File: src/verilog/cdrw_pkg.sv
// Constants shared by the wake clock and data recovery block.
package cdrw_pkg;
    // ------------------------------------------------------------
    // Register byte offsets
    // ------------------------------------------------------------
    localparam logic [7:0] ADR_CTRL = 8'h00;
    localparam logic [7:0] ADR_CLK = 8'h04;
    localparam logic [7:0] ADR_BTQ = 8'h08;
    localparam logic [7:0] ADR_SPP = 8'h0C;
    localparam logic [7:0] ADR_UPPER = 8'h10;
    localparam logic [7:0] ADR_LOWER = 8'h14;
    localparam logic [7:0] ADR_STATUS = 8'h18;
    localparam logic [7:0] ADR_WAKE = 8'h1C;
    // ------------------------------------------------------------
    // Field positions
    // ------------------------------------------------------------
    localparam int BIT_REC_EN = 0;
    localparam int BIT_FD_EN = 1;
    localparam int BIT_FILT_CLASS = 2;
    localparam int BIT_RX_SEL = 3;
    localparam int BIT_ST_SILENT = 16;
    localparam int BIT_ST_FRAME = 17;
    localparam int BIT_ST_SKIP = 18;
    localparam int BIT_ST_WAKE = 19;
    localparam int BIT_WAKE_FLAG = 0;
    // ------------------------------------------------------------
    // Reset values
    // ------------------------------------------------------------
    localparam logic [3:0] CTRL_RST = 4'h0;
    localparam logic [1:0] CLK_RST = 2'h0;
    localparam logic [7:0] BTQ_RST = 8'h14;
    localparam logic [5:0] SPP_RST = 6'h33;
    localparam logic [7:0] UPPER_RST = 8'h18;
    localparam logic [7:0] LOWER_RST = 8'h10;
    // ------------------------------------------------------------
    // Timing
    // ------------------------------------------------------------
    localparam int CLK_HZ = 20_000_000;
    localparam int SILENCE_MS = 1000;
    localparam int SILENCE_CYC = (CLK_HZ / 1000) * SILENCE_MS;
    localparam int MIN_BIT_NS = 1000;
    localparam int MIN_BIT_CYC = (MIN_BIT_NS * (CLK_HZ / 1_000_000)) / 1000;
    localparam logic [3:0] IDLE_BITS = 4'h8;
    // Decoder states.
    typedef enum logic [1:0] {CDRW_IDLE, CDRW_FRAME, CDRW_SKIP} cdrw_state_t;
endpackage

File: src/verilog/cdrw_recovery.sv
// Clock and data recovery with frame timing for the selective wake decoder.
// ----------------------------------------------------------------
// Overview of operation
// - With recovery enabled, edges retune the bit time; disabled, no retune happens.
// - Two-bit clock select scales the bit time quanta count.
// - Reaching either limit discards measurements and reloads programmed quanta.
// - Sample point setting defaults to about 80 percent of the bit.
// - Bus silence timeout expires between 0.6 and 1.2 seconds of inactivity.
// - Wake reaction follows a valid pattern or frame within 100 microseconds.
// - Wake drives the interrupt low in stop, raises main supply in sleep.
// - Bit times down to one microsecond are decoded.
// - In tolerant mode a new frame start needs 6 to 10 recessive bits.
// - Tolerant filter ignores dominant pulses under 5 or 2.5 percent of bit; the code ignores only pulses up to 1/32 or 1/64 of bit.
// - After the format bit, longer pulses count as dominant data bits.
// - Tolerance applies for slow arbitration until the format bit is seen.
// - Tolerance filter thresholds apply only with the normal receiver selected.
// - Lower filter class for four times rate, higher for ten times.
// - Extended data length set stops decoding until the frame end.
// ----------------------------------------------------------------
`timescale 1ns/10ps
`default_nettype none
module cdrw_recovery import cdrw_pkg::*; #(
    parameter int SILENCE_CYCLES = SILENCE_CYC
) (
    // Clock and reset
    input wire logic clk_i,
    input wire logic rst_i,
    // Wishbone slave
    input wire logic wb_cyc_i,
    input wire logic wb_stb_i,
    input wire logic wb_we_i,
    input wire logic [7:0] wb_adr_i,
    input wire logic [3:0] wb_sel_i,
    input wire logic [31:0] wb_dat_i,
    output logic [31:0] wb_dat_o,
    output logic wb_ack_o,
    // Bus receive pin and protocol events
    input wire logic can_rx_i,
    input wire logic edl_bit_i,
    input wire logic wake_pattern_i,
    input wire logic wake_frame_i,
    // Power mode
    input wire logic stop_mode_i,
    input wire logic sleep_mode_i,
    // Decoder outputs
    output logic sample_strobe_o,
    output logic sampled_bit_o,
    output logic frame_active_o,
    output logic bus_silent_o,
    // Wake outputs
    output logic interrupt_output_low_o,
    output logic main_supply_output_o
);
    // ------------------------------------------------------------
    // Register file
    // ------------------------------------------------------------
    logic [3:0] ctrl_reg, ctrl_next;
    logic [1:0] clk_sel_reg, clk_sel_next;
    logic [7:0] btq_reg, btq_next;
    logic [5:0] spp_reg, spp_next;
    logic [7:0] upper_reg, upper_next, lower_reg, lower_next;
    logic wake_reg, wake_next;
    logic ack_reg, ack_next;
    logic [31:0] dat_reg, dat_next;
    logic [15:0] bt_reg;
    logic silent_reg, skip_w, wake_evt;
    cdrw_state_t state_reg;
    logic wr;
    logic [31:0] rd;
    always_comb begin
        wr = wb_cyc_i & wb_stb_i & wb_we_i & ack_reg & wb_sel_i[0];
        ctrl_next = ctrl_reg;
        clk_sel_next = clk_sel_reg;
        btq_next = btq_reg;
        spp_next = spp_reg;
        upper_next = upper_reg;
        lower_next = lower_reg;
        wake_next = wake_reg;
        if (wr) begin
            if (wb_adr_i == ADR_CTRL) begin
                ctrl_next = wb_dat_i[3:0];
            end else if (wb_adr_i == ADR_CLK) begin
                clk_sel_next = wb_dat_i[1:0];
            end else if (wb_adr_i == ADR_BTQ) begin
                btq_next = wb_dat_i[7:0];
            end else if (wb_adr_i == ADR_SPP) begin
                spp_next = wb_dat_i[5:0];
            end else if (wb_adr_i == ADR_UPPER) begin
                upper_next = wb_dat_i[7:0];
            end else if (wb_adr_i == ADR_LOWER) begin
                lower_next = wb_dat_i[7:0];
            end else if (wb_adr_i == ADR_WAKE && wb_dat_i[BIT_WAKE_FLAG]) begin
                wake_next = 1'b0;
            end
        end
        // A wake event wins over a clear in the same cycle.
        if (wake_evt) begin
            wake_next = 1'b1;
        end
        rd = 32'h0;
        if (wb_adr_i == ADR_CTRL) begin
            rd[3:0] = ctrl_reg;
        end else if (wb_adr_i == ADR_CLK) begin
            rd[1:0] = clk_sel_reg;
        end else if (wb_adr_i == ADR_BTQ) begin
            rd[7:0] = btq_reg;
        end else if (wb_adr_i == ADR_SPP) begin
            rd[5:0] = spp_reg;
        end else if (wb_adr_i == ADR_UPPER) begin
            rd[7:0] = upper_reg;
        end else if (wb_adr_i == ADR_LOWER) begin
            rd[7:0] = lower_reg;
        end else if (wb_adr_i == ADR_STATUS) begin
            rd[15:0] = bt_reg;
            rd[BIT_ST_SILENT] = silent_reg;
            rd[BIT_ST_FRAME] = (state_reg == CDRW_FRAME);
            rd[BIT_ST_SKIP] = skip_w;
            rd[BIT_ST_WAKE] = wake_reg;
        end else if (wb_adr_i == ADR_WAKE) begin
            rd[BIT_WAKE_FLAG] = wake_reg;
        end
        ack_next = wb_cyc_i & wb_stb_i & ~ack_reg;
        dat_next = ack_next ? rd : 32'h0;
    end
    always_ff @(posedge clk_i) begin
        if (rst_i) begin
            ctrl_reg <= CTRL_RST;
            clk_sel_reg <= CLK_RST;
            btq_reg <= BTQ_RST;
            spp_reg <= SPP_RST;
            upper_reg <= UPPER_RST;
            lower_reg <= LOWER_RST;
            wake_reg <= 1'b0;
            ack_reg <= 1'b0;
            dat_reg <= 32'h0;
        end else begin
            ctrl_reg <= ctrl_next;
            clk_sel_reg <= clk_sel_next;
            btq_reg <= btq_next;
            spp_reg <= spp_next;
            upper_reg <= upper_next;
            lower_reg <= lower_next;
            wake_reg <= wake_next;
            ack_reg <= ack_next;
            dat_reg <= dat_next;
        end
    end
    assign wb_ack_o = ack_reg;
    assign wb_dat_o = dat_reg;
    // ------------------------------------------------------------
    // Input synchroniser and glitch filter
    // ------------------------------------------------------------
    logic rx_m_reg, rx_s_reg, rx_f_reg, rx_f_next;
    logic [15:0] dom_reg, dom_next, glitch_thr, dom_thr;
    logic tol_filt;
    always_comb begin
        // Thresholds stay under 5 or 2.5 percent, and under 17.5 or 8.75 percent.
        tol_filt = ctrl_reg[BIT_FD_EN] & ~ctrl_reg[BIT_RX_SEL];
        glitch_thr = 16'h0;
        dom_thr = 16'h0;
        if (tol_filt) begin
            glitch_thr = ctrl_reg[BIT_FILT_CLASS] ? (bt_reg >> 6) : (bt_reg >> 5);
            dom_thr = ctrl_reg[BIT_FILT_CLASS] ? (bt_reg >> 4) : (bt_reg >> 3);
        end
        dom_next = rx_s_reg ? 16'h0 : ((dom_reg == 16'hFFFF) ? dom_reg : dom_reg + 16'h1);
        rx_f_next = rx_s_reg ? 1'b1 : ((dom_reg >= glitch_thr) ? 1'b0 : rx_f_reg);
    end
    always_ff @(posedge clk_i) begin
        if (rst_i) begin
            rx_m_reg <= 1'b1;
            rx_s_reg <= 1'b1;
            rx_f_reg <= 1'b1;
            dom_reg <= 16'h0;
        end else begin
            rx_m_reg <= can_rx_i;
            rx_s_reg <= rx_m_reg;
            rx_f_reg <= rx_f_next;
            dom_reg <= dom_next;
        end
    end
    // ------------------------------------------------------------
    // Clock recovery, bit timing and frame tracking
    // ------------------------------------------------------------
    logic [15:0] bt_next, prog_bt, up_bt, lo_bt, meas_reg, meas_next, cnt_reg, cnt_next;
    logic [15:0] sp_pos;
    logic [21:0] sp_prod;
    logic [3:0] idle_reg, idle_next;
    logic rx_p_reg, edge_dom, edge_any, smp, samp_reg, sbit_reg, samp_next, sbit_next;
    cdrw_state_t state_next;
    always_comb begin
        prog_bt = {8'h0, btq_reg} << clk_sel_reg;
        up_bt = {8'h0, upper_reg} << clk_sel_reg;
        lo_bt = {8'h0, lower_reg} << clk_sel_reg;
        edge_dom = rx_p_reg & ~rx_f_reg;
        // Both edge directions close a measurement, so a single bit time can be seen.
        edge_any = rx_p_reg ^ rx_f_reg;
        skip_w = (state_reg == CDRW_SKIP);
        meas_next = edge_any ? 16'h1 : ((meas_reg == 16'hFFFF) ? meas_reg : meas_reg + 16'h1);
        bt_next = bt_reg;
        if (!ctrl_reg[BIT_REC_EN]) begin
            bt_next = prog_bt;
        end else if (edge_any && !skip_w && meas_reg > bt_reg - (bt_reg >> 2)
                     && meas_reg < bt_reg + (bt_reg >> 2)) begin
            if (meas_reg > bt_reg) begin
                bt_next = bt_reg + 16'h1;
            end else if (meas_reg < bt_reg) begin
                bt_next = bt_reg - 16'h1;
            end
            if (bt_next >= up_bt || bt_next <= lo_bt) begin
                bt_next = prog_bt;
            end
        end
        // Bits shorter than the minimum bit time are not decoded.
        if (bt_next < 16'(MIN_BIT_CYC)) begin
            bt_next = 16'(MIN_BIT_CYC);
        end
        sp_prod = bt_reg * spp_reg;
        sp_pos = sp_prod[21:6];
        smp = (cnt_reg == sp_pos);
        cnt_next = (edge_dom || cnt_reg >= bt_reg - 16'h1) ? 16'h0 : cnt_reg + 16'h1;
        idle_next = idle_reg;
        if (smp && rx_f_reg && idle_reg != 4'hF) begin
            idle_next = idle_reg + 4'h1;
        end else if (smp && !rx_f_reg && !skip_w) begin
            idle_next = 4'h0;
        end else if (skip_w && !rx_f_reg && dom_reg == dom_thr) begin
            idle_next = 4'h0;
        end else if (edge_dom && !skip_w) begin
            idle_next = 4'h0;
        end
        state_next = state_reg;
        case (state_reg)
            CDRW_IDLE: begin
                if (edge_dom && idle_reg >= IDLE_BITS) begin
                    state_next = CDRW_FRAME;
                end
            end
            CDRW_FRAME: begin
                if (ctrl_reg[BIT_FD_EN] && edl_bit_i) begin
                    state_next = CDRW_SKIP;
                end else if (idle_reg >= IDLE_BITS) begin
                    state_next = CDRW_IDLE;
                end
            end
            default: begin
                if (idle_reg >= IDLE_BITS) begin
                    state_next = CDRW_IDLE;
                end
            end
        endcase
        samp_next = smp & ~skip_w;
        sbit_next = smp ? rx_f_reg : sbit_reg;
    end
    always_ff @(posedge clk_i) begin
        if (rst_i) begin
            bt_reg <= {8'h0, BTQ_RST};
            meas_reg <= 16'h0;
            cnt_reg <= 16'h0;
            idle_reg <= 4'h0;
            rx_p_reg <= 1'b1;
            state_reg <= CDRW_IDLE;
            samp_reg <= 1'b0;
            sbit_reg <= 1'b1;
        end else begin
            bt_reg <= bt_next;
            meas_reg <= meas_next;
            cnt_reg <= cnt_next;
            idle_reg <= idle_next;
            rx_p_reg <= rx_f_reg;
            state_reg <= state_next;
            samp_reg <= samp_next;
            sbit_reg <= sbit_next;
        end
    end
    assign sample_strobe_o = samp_reg;
    assign sampled_bit_o = sbit_reg;
    assign frame_active_o = (state_reg == CDRW_FRAME);
    // ------------------------------------------------------------
    // Silence timeout and wake signalling
    // ------------------------------------------------------------
    logic [31:0] sil_reg, sil_next;
    logic silent_next, int_reg, int_next, vcc_reg, vcc_next, sleep_p_reg;
    always_comb begin
        sil_next = (rx_f_reg != rx_p_reg) ? 32'h0 : sil_reg;
        if (rx_f_reg == rx_p_reg && sil_reg < 32'(SILENCE_CYCLES)) begin
            sil_next = sil_reg + 32'h1;
        end
        silent_next = (sil_reg >= 32'(SILENCE_CYCLES));
        wake_evt = wake_pattern_i | wake_frame_i;
        int_next = ~(wake_next & stop_mode_i);
        vcc_next = vcc_reg;
        if (wake_evt && sleep_mode_i) begin
            vcc_next = 1'b1;
        end else if (sleep_mode_i && !sleep_p_reg) begin
            vcc_next = 1'b0;
        end else if (!sleep_mode_i) begin
            vcc_next = 1'b1;
        end
    end
    always_ff @(posedge clk_i) begin
        if (rst_i) begin
            sil_reg <= 32'h0;
            silent_reg <= 1'b0;
            int_reg <= 1'b1;
            vcc_reg <= 1'b1;
            sleep_p_reg <= 1'b0;
        end else begin
            sil_reg <= sil_next;
            silent_reg <= silent_next;
            int_reg <= int_next;
            vcc_reg <= vcc_next;
            sleep_p_reg <= sleep_mode_i;
        end
    end
    assign bus_silent_o = silent_reg;
    assign interrupt_output_low_o = int_reg;
    assign main_supply_output_o = vcc_reg;
endmodule
`default_nettype wire

File: config.mk
export PLATFORM = sky130hd
export DESIGN_NAME = cdrw_recovery
export DESIGN_NICKNAME = d
export VERILOG_FILES = /design/src/verilog/cdrw_pkg.sv /design/src/verilog/cdrw_recovery.sv
export SDC_FILE = /design/constraint.sdc
export NUM_CORES = 1
export LEC_CHECK = 0
export ABC_AREA = 1
export BUFFER_PORTS_ARGS = -buffer_cell sky130_fd_sc_hd__buf_2
export CAP_MARGIN = 20
export CORE_MARGIN = 2
export CORE_UTILIZATION = 26
export DETAILED_ROUTE_END_ITERATION = 7
export PLACE_DENSITY = 0.51
export RECOVER_POWER = 25
export SYNTH_ARGS = -nofsm -noshare
export SYNTH_HDL_FRONTEND = slang
export SYNTH_SLANG_ARGS = --single-unit
File: constraint.sdc
create_clock -name clk_i -period 7.9 [get_ports clk_i]
set_input_delay 1.185 -clock clk_i [delete_from_list [all_inputs] [get_ports clk_i]]
set_output_delay 1.185 -clock clk_i [all_outputs]
set_load 0.01 [all_outputs]
==> results of run 1 <==
cells in the mapped netlist, types with 4 or more instances:
cell type                    n  share of area (%)
sky130_fd_sc_hd__buf_1       4              0.093
sky130_fd_sc_hd__a21oi_1   166                5.2
sky130_fd_sc_hd__nand3_1   113                3.5
sky130_fd_sc_hd__o22ai_1     5               0.19
sky130_fd_sc_hd__nor4_1     18               0.70
sky130_fd_sc_hd__o211ai_1   20               0.93
sky130_fd_sc_hd__buf_4      15               0.70
sky130_fd_sc_hd__ha_1      161                 13
sky130_fd_sc_hd__fa_1       58                7.2
sky130_fd_sc_hd__a211oi_1    5               0.23
sky130_fd_sc_hd__nor2_1    181                4.2
sky130_fd_sc_hd__inv_1     424                9.9
sky130_fd_sc_hd__inv_2       9               0.21
sky130_fd_sc_hd__a31oi_1    18               0.70
sky130_fd_sc_hd__nand2_1   497                 12
sky130_fd_sc_hd__or2_2       9               0.35
sky130_fd_sc_hd__buf_2       6               0.19
sky130_fd_sc_hd__o21ai_0   143                4.5
sky130_fd_sc_hd__xnor2_1    12               0.65
sky130_fd_sc_hd__a221oi_1    9               0.49
sky130_fd_sc_hd__clkbuf_1   53                1.2
sky130_fd_sc_hd__clkinv_1   11               0.26
sky130_fd_sc_hd__nand3b_1    5               0.23
sky130_fd_sc_hd__nand4_1    30                1.2
sky130_fd_sc_hd__dfxtp_1   170                 21
sky130_fd_sc_hd__and3_1      4               0.16
sky130_fd_sc_hd__xor2_1     81                4.4
sky130_fd_sc_hd__nor2_2     14               0.54
sky130_fd_sc_hd__nand3_2     5               0.31
sky130_fd_sc_hd__o221ai_1    8               0.44
sky130_fd_sc_hd__o21bai_1   10               0.47
sky130_fd_sc_hd__o21a_1      7               0.33
sky130_fd_sc_hd__mux2i_1     8               0.50
sky130_fd_sc_hd__a21o_1      5               0.23
sky130_fd_sc_hd__nand2_2     5               0.19
sky130_fd_sc_hd__nor3_1     72                2.2
critical path, delay by kind of cell (launching register included):
family | cells | cell delay [ps]
AO/OA/AOI/OAI | 2 | 1050
adder cells (fa/ha/maj) | 2 | 820
buffers and inverters | 5 | 1000
flip-flops | 1 | 870
AND/OR/NAND/NOR | 19 | 2400
power breakdown:
group          leakage (nW)  internal [mW]  switching (mW)  total [mW]
logic                  6.74         0.0214          0.0450      0.0664
clock network         0.269          0.474           0.388       0.862
registers              1.37          0.863         0.00719       0.870
through the flow:
stage / utilization [%] / instances / cell area (um^2) / worst slack, ps
2_1_floorplan: - / 2410 / 16100 / 3160
5_1_grt: 28.8 / 3224 / 17700 / 1190
4_1_cts: 28.9 / 3224 / 17700 / 1690
3_3_place_gp: 27.9 / 3194 / 17100 / 1700
3_5_place_dp: 27.9 / 3194 / 17100 / 1700
6_report: 28.8 / 3224 / 17700 / 1610
path summary, 6_finish.rpt:
check,from,end,depth (start not counted)
hold reg to reg,rx_m_reg,rx_s_reg,1
setup / recovery,bt_reg[13],bt_reg[3],28
hold / removal,rx_m_reg,rx_s_reg,1
setup reg to reg,bt_reg[13],bt_reg[3],28
cell usage in the layout, fill, tap and decap left out, drive strengths merged, types with 5 or more instances in the layout:
| cell | count |
|---|---|
| a211oi | 5 |
| a21o | 5 |
| a21oi | 166 |
| a221oi | 9 |
| a31oi | 18 |
| and3 | 5 |
| buf | 45 |
| clkbuf | 48 |
| clkinv | 12 |
| clkinvlp | 5 |
| conb | 12 |
| dfxtp | 170 |
| fa | 58 |
| ha | 161 |
| inv | 437 |
| mux2i | 8 |
| nand2 | 503 |
| nand3 | 118 |
| nand3b | 5 |
| nand4 | 31 |
| nor2 | 198 |
| nor3 | 73 |
| nor4 | 18 |
| o211ai | 21 |
| o21a | 7 |
| o21ai | 146 |
| o21bai | 10 |
| o221ai | 8 |
| o22ai | 5 |
| or2 | 11 |
| xnor2 | 12 |
| xor2 | 81 |
cells by family (layout without fill, tap and decap cells):
| group | after synthesis | after routing | synth area share [%] |
|---|---|---|---|
| AND/OR/NAND/NOR | 966 | 966 | 26.0 |
| buffers and inverters | 525 | 549 | 12.8 |
| AO/OA/AOI/OAI | 417 | 417 | 14.7 |
| adder cells (fa/ha/maj) | 219 | 219 | 19.7 |
| flip-flops | 170 | 170 | 21.2 |
| XOR/XNOR | 93 | 93 | 5.07 |
| multiplexers | 8 | 8 | 0.498 |
| other | 1 | 12 | 0.0233 |
per-layer routing:
metal	GRT usage [%]	wire length, um
met1	21.5	24100
met2	25.2	21900
met3	1.92	2050
met4	4.36	809
met5	0	0
layout make-up:
class,instances,area (um^2)
fillers,6820,43700
multi-input cells,1715,10700
flip-flops and latches,170,3400
inverters,444,1670
well taps,790,988
clock buffers,18,439
repair buffers,75,380
clock inverters,12,140
==> out/qor_table.md, run 1 <==
| Item | Reported |
|---|---|
| Hold violation total from the final report | 0 |
| Vertical extent of the die | 253 um |
| Diodes inserted | 0 |
| Via count | 14900 |
| Violation count after the first detailed-routing iteration | 959 |
| Number of levels in the clock H-tree | 4 |
| Max-cap violation count | 1 |
| Count of synthesis-stage warnings from yosys | 0 |
| Cell type with the highest occurrence count on the critical path | sky130_fd_sc_hd__nand2_1 |
| ANT nets after route | 0 |
| Number of flops mapped to enable cells by yosys | 0 |
| Setup repair after global routing missed its margin | false |
| Total of endpoints with negative setup slack in the final report | 0 |
| Fraction of final layout cells sized beyond drive strength 1 | 5.26% |
| Clock slew at reported path FFs | 70 ps |
| Top flip-flop cell by instance count after synthesis | sky130_fd_sc_hd__dfxtp_1 |
| Buffers on Ports | 54 |
| IO Count | 94 |
| Number of cells upsized or downsized after cts | 0 |
| Setup bufs post-CTS | 0 |
| Number of synthesized register bits | 170 |
| Slowest stage cell, crit path | sky130_fd_sc_hd__dfxtp_1 |
| Area growth from synthesis to layout | 9.93% |
| Worst slew margin relative to its limit | -12.4% |
| Largest voltage drop on the vdd net | 0.171 mV |
| Vias in the first global route | 14300 |
| Global-route wire length before repair | 78100 um |
| Total grt overflow | 0 |
| Max reg flops | 32 |
| Hold bufs inserted after CTS | 0 |
| TritonRoute pass-1 iters | 8 |
| Die width | 253 um |
| Result of the run | finished, violations left |
| Final Cycle Share | 79.7% |
| Required time of the critical path | 8240 ps |
| Routability congestion estimate | 0.865 |
| Average size of a mapped cell | 6.70 um^2 |
| Static leakage power | 8.38 nW |
| Portion of the post-synthesis area used by sequential elements | 21.2% |
| Power density relative to cell area | 102 mW/mm^2 |
| Clock root buffer master | sky130_fd_sc_hd__clkbuf_16 |
| Die ar. | 0.0638 mm^2 |
| Sink count of the clock tree | 170 |
| Buffer depth of the longest clock path | 2 |
| All-Layer GR Usage | 15.5% |
| Maximum single-stage delay on the critical path | 870 ps |
| Std-Cell Core Area | 0.0614 mm^2 |
| Actual transition at the worst max-transition pin | 1690 ps |
| Initial core utilization | 26.2% |
| Max Transition Viols Final | 41 |
| Startpoint class of the critical path | flip-flop |
| Maximum number of pins on one net before global-route repair | 41 |
| Final total power | 1.80 mW |
| Setup TNS | 0 ps |
| TritonCTS Buffers | 17 |
| Share of flip-flops with an asynchronous set or reset | 0% |
| Arrival @ worst endpoint | 6630 ps |
| Post-DR vias/cell | 4.63 |
| Highest attainable clock frequency | 159 MHz |
| Worst Setup Path Type | flip-flop to flip-flop |
| Worst-skew pair later-pin latency | 460 ps |
| Net total in the final layout | 2697 |
| Violations in the final reports | max-capacitance violations, max-slew violations |
| Overall routed net length | 48800 um |
| Final worst clock skew | 10.9 ps |
| Class of the tightest hold or removal check | flip-flop to flip-flop |
| Sum of net half-perimeters after detailed placement | 37900 um |
| Post-synthesis instance total | 2399 |
| Clock tree from TritonCTS | done |
| Maximum fanout along the worst path | 16 |
| Crit end category | flip-flop |
| Hold slack | 410 ps |
| Number of cell rows | 91 |
| Mapped cell area | 0.0161 mm^2 |
| Number of different library cells in the post-synthesis netlist | 62 |
| Clock period minus worst slack | 6290 ps |
| Setup slack, reg-to-reg | 1610 ps |
| Wirelength per Cell | 15.1 um |
| Remaining routing DRC violations | 0 |
| Number of antenna violations at the first check in global routing | 0 |
Note: power is estimated with default switching activity, not from simulation.
==> run 2: changes to the inputs <==
- clock period: 7.9 -> 6.3 ns (I/O delays scaled with it)
==> run 2 against run 1 <==
The flow still finishes with violations (max-capacitance violations, max-slew violations). Clock-buffer cell count stayed put. Clock power is 25% higher. Via count is 0.41% higher. Final cell count is 0.59% higher. Critical path depth is 1 lower. Critical endpoint is now bt_reg[9]. Largest power group unchanged. Highest routed layer unchanged.
==> out/qor_table.md, run 2 (synthesis results as in run 1) <==
| Item | Reported |
|---|---|
| Die ar. | 0.0638 mm^2 |
| Max reg flops | 32 |
| Internal power contribution | 1.70 mW |
| Clock root buffer master | sky130_fd_sc_hd__clkbuf_16 |
| Maximum single-stage delay on the critical path | 590 ps |
| Hold bufs inserted after CTS | 0 |
| Largest voltage drop on the vdd net | 0.210 mV |
| ANT nets after route | 0 |
| Std-Cell Core Area | 0.0614 mm^2 |
| Number of antenna violations at the first check in global routing | 2 |
| Max Transition Viols Final | 41 |
| Maximum number of pins on one net before global-route repair | 41 |
| Total of endpoints with negative setup slack in the final report | 0 |
| Total grt overflow | 0 |
| Clock tree from TritonCTS | done |
| Startpoint class of the critical path | flip-flop |
| Violation count after the first detailed-routing iteration | 1210 |
| Switching power summed over all nets | 0.554 mW |
| Worst-skew pair later-pin latency | 460 ps |
| Static leakage power | 8.48 nW |
| Actual transition at the worst max-transition pin | 1650 ps |
| Vertical extent of the die | 253 um |
| Sum of net half-perimeters after detailed placement | 38600 um |
| Worst slew margin relative to its limit | -10.1% |
| Most frequent cells in the layout | 497 x sky130_fd_sc_hd__nand2_1, 424 x sky130_fd_sc_hd__inv_1, 181 x sky130_fd_sc_hd__nor2_1, 170 x sky130_fd_sc_hd__dfxtp_1, 166 x sky130_fd_sc_hd__a21oi_1 |
| IO Count | 94 |
| Setup repair after global routing missed its margin | false |
| Crit end category | flip-flop |
| Area growth from synthesis to layout | 10.8% |
| Setup bufs post-CTS | 0 |
| Result of the run | finished, violations left |
| Number of cells upsized or downsized after cts | 0 |
| Hold violation total from the final report | 0 |
| Share of power burned in combinational logic | 3.7% |
| Final Cycle Share | 89.9% |
| Cell type with the highest occurrence count on the critical path | sky130_fd_sc_hd__nand2_1 |
| Class of the tightest hold or removal check | flip-flop to flip-flop |
| Worst Setup Path Type | flip-flop to flip-flop |
| Seq pwr share | 48.4% |
| Via count | 15000 |
| Vias in the first global route | 14300 |
| Die width | 253 um |
| All-Layer GR Usage | 15.6% |
| Clock share of power | 47.9% |
| Violations in the final reports | max-capacitance violations, max-slew violations |
| Post-DR vias/cell | 4.63 |
| Initial core utilization | 26.2% |
| Slowest stage cell, crit path | sky130_fd_sc_hd__dfxtp_1 |
| Net total in the final layout | 2714 |
| Buffers on Ports | 54 |
| Number of cell rows | 91 |
| Wirelength per Cell | 15.1 um |
| Setup slack, reg-to-reg | 640 ps |
| Hold slack | 411 ps |
| Setup TNS | 0 ps |
| Final worst clock skew | 13.3 ps |
| Global-route wire length before repair | 78300 um |
| Maximum fanout along the worst path | 13 |
| Arrival @ worst endpoint | 6000 ps |
| Diodes inserted | 0 |
| Remaining routing DRC violations | 0 |
| Number of fill cells in the layout | 6780 |
| Routability congestion estimate | 0.872 |
| Sink count of the clock tree | 170 |
| Max-cap violation count | 1 |
| Net switching share of the total power | 24.6% |
| Power density relative to cell area | 127 mW/mm^2 |
| Number of levels in the clock H-tree | 4 |
| Required time of the critical path | 6640 ps |
| Overall routed net length | 49100 um |
| Highest attainable clock frequency | 177 MHz |
| Clock period minus worst slack | 5660 ps |
| TritonRoute pass-1 iters | 5 |
| Buffer depth of the longest clock path | 2 |
| TritonCTS Buffers | 17 |
| Clock slew at reported path FFs | 70 ps |
| Most common library cell in the layout ignoring fill and taps | sky130_fd_sc_hd__nand2_1 |
| Fraction of final layout cells sized beyond drive strength 1 | 5.95% |
[run 2: cell count changes in the layout (fill, tap and decap cells not counted), sizes merged]
| cell | before | now |
|---|---|---|
| buf | 45 | 62 |
| clkinv | 12 | 15 |
| inv | 437 | 439 |
| clkinvlp | 5 | 2 |
[run 2: metal layers]
metal / global-route usage [%] / vias up / routed length, um
met5: 0 / - / 0
met4: 4.45 / 0 / 956
met3: 2.36 / 48 / 2170
met2: 25.4 / 311 / 21900
met1: 21.4 / 6845 / 24100
li1: - / 7797 / -
[run 2: path summary, 6_finish.rpt]
check        startpoint        end  depth (start not counted)
max           bt_reg[6]  bt_reg[9]                         27
min            rx_m_reg   rx_s_reg                          1
max reg2reg   bt_reg[6]  bt_reg[9]                         27
min reg2reg    rx_m_reg   rx_s_reg                          1
[run 2: cell type report]
cell class / count / area (um^2) / area share (%)
timing repair buffer: 92 / 510 / 2.87
inverter: 444 / 1670 / 9.36
sequential: 170 / 3400 / 19.1
clock buffer: 18 / 429 / 2.41
tap: 790 / 988 / 5.55
multi-input combinational: 1715 / 10700 / 59.8
clock inverter: 14 / 159 / 0.892
[run 2: worst max-delay path: cells and delay by family, from the launching register on]
kind | cells | cell delay (ps)
AND/OR/NAND/NOR | 13 | 1920
AO/OA/AOI/OAI | 8 | 1350
adder cells (fa/ha/maj) | 2 | 800
buffers and inverters | 3 | 790
flip-flops | 1 | 590
XOR/XNOR | 1 | 110
[run 2: power by group through the flow]
stage	Clock [mW]	Combinational, mW	Sequential, mW
2_1_floorplan	0	0.0611	1.11
3_3_place_gp	0	0.0836	1.12
3_5_place_dp	0	0.0844	1.12
4_1_cts	1.11	0.0845	1.09
5_1_grt	1.15	0.0959	1.09
6_report	1.08	0.0828	1.09
[run 2: metrics by stage]
stage | total power, mW | cells | setup slack, ps | cell area [um^2] | utilization, %
4_1_cts | 2.29 | 3243 | 713 | 17900 | 29.1
2_1_floorplan | 1.17 | 2410 | 1560 | 16100 | -
6_report | 2.25 | 3243 | 637 | 17800 | 29.0
3_5_place_dp | 1.20 | 3211 | 733 | 17300 | 28.1
5_1_grt | 2.34 | 3243 | 160 | 17800 | 29.0
3_3_place_gp | 1.20 | 3211 | 832 | 17300 | 28.1
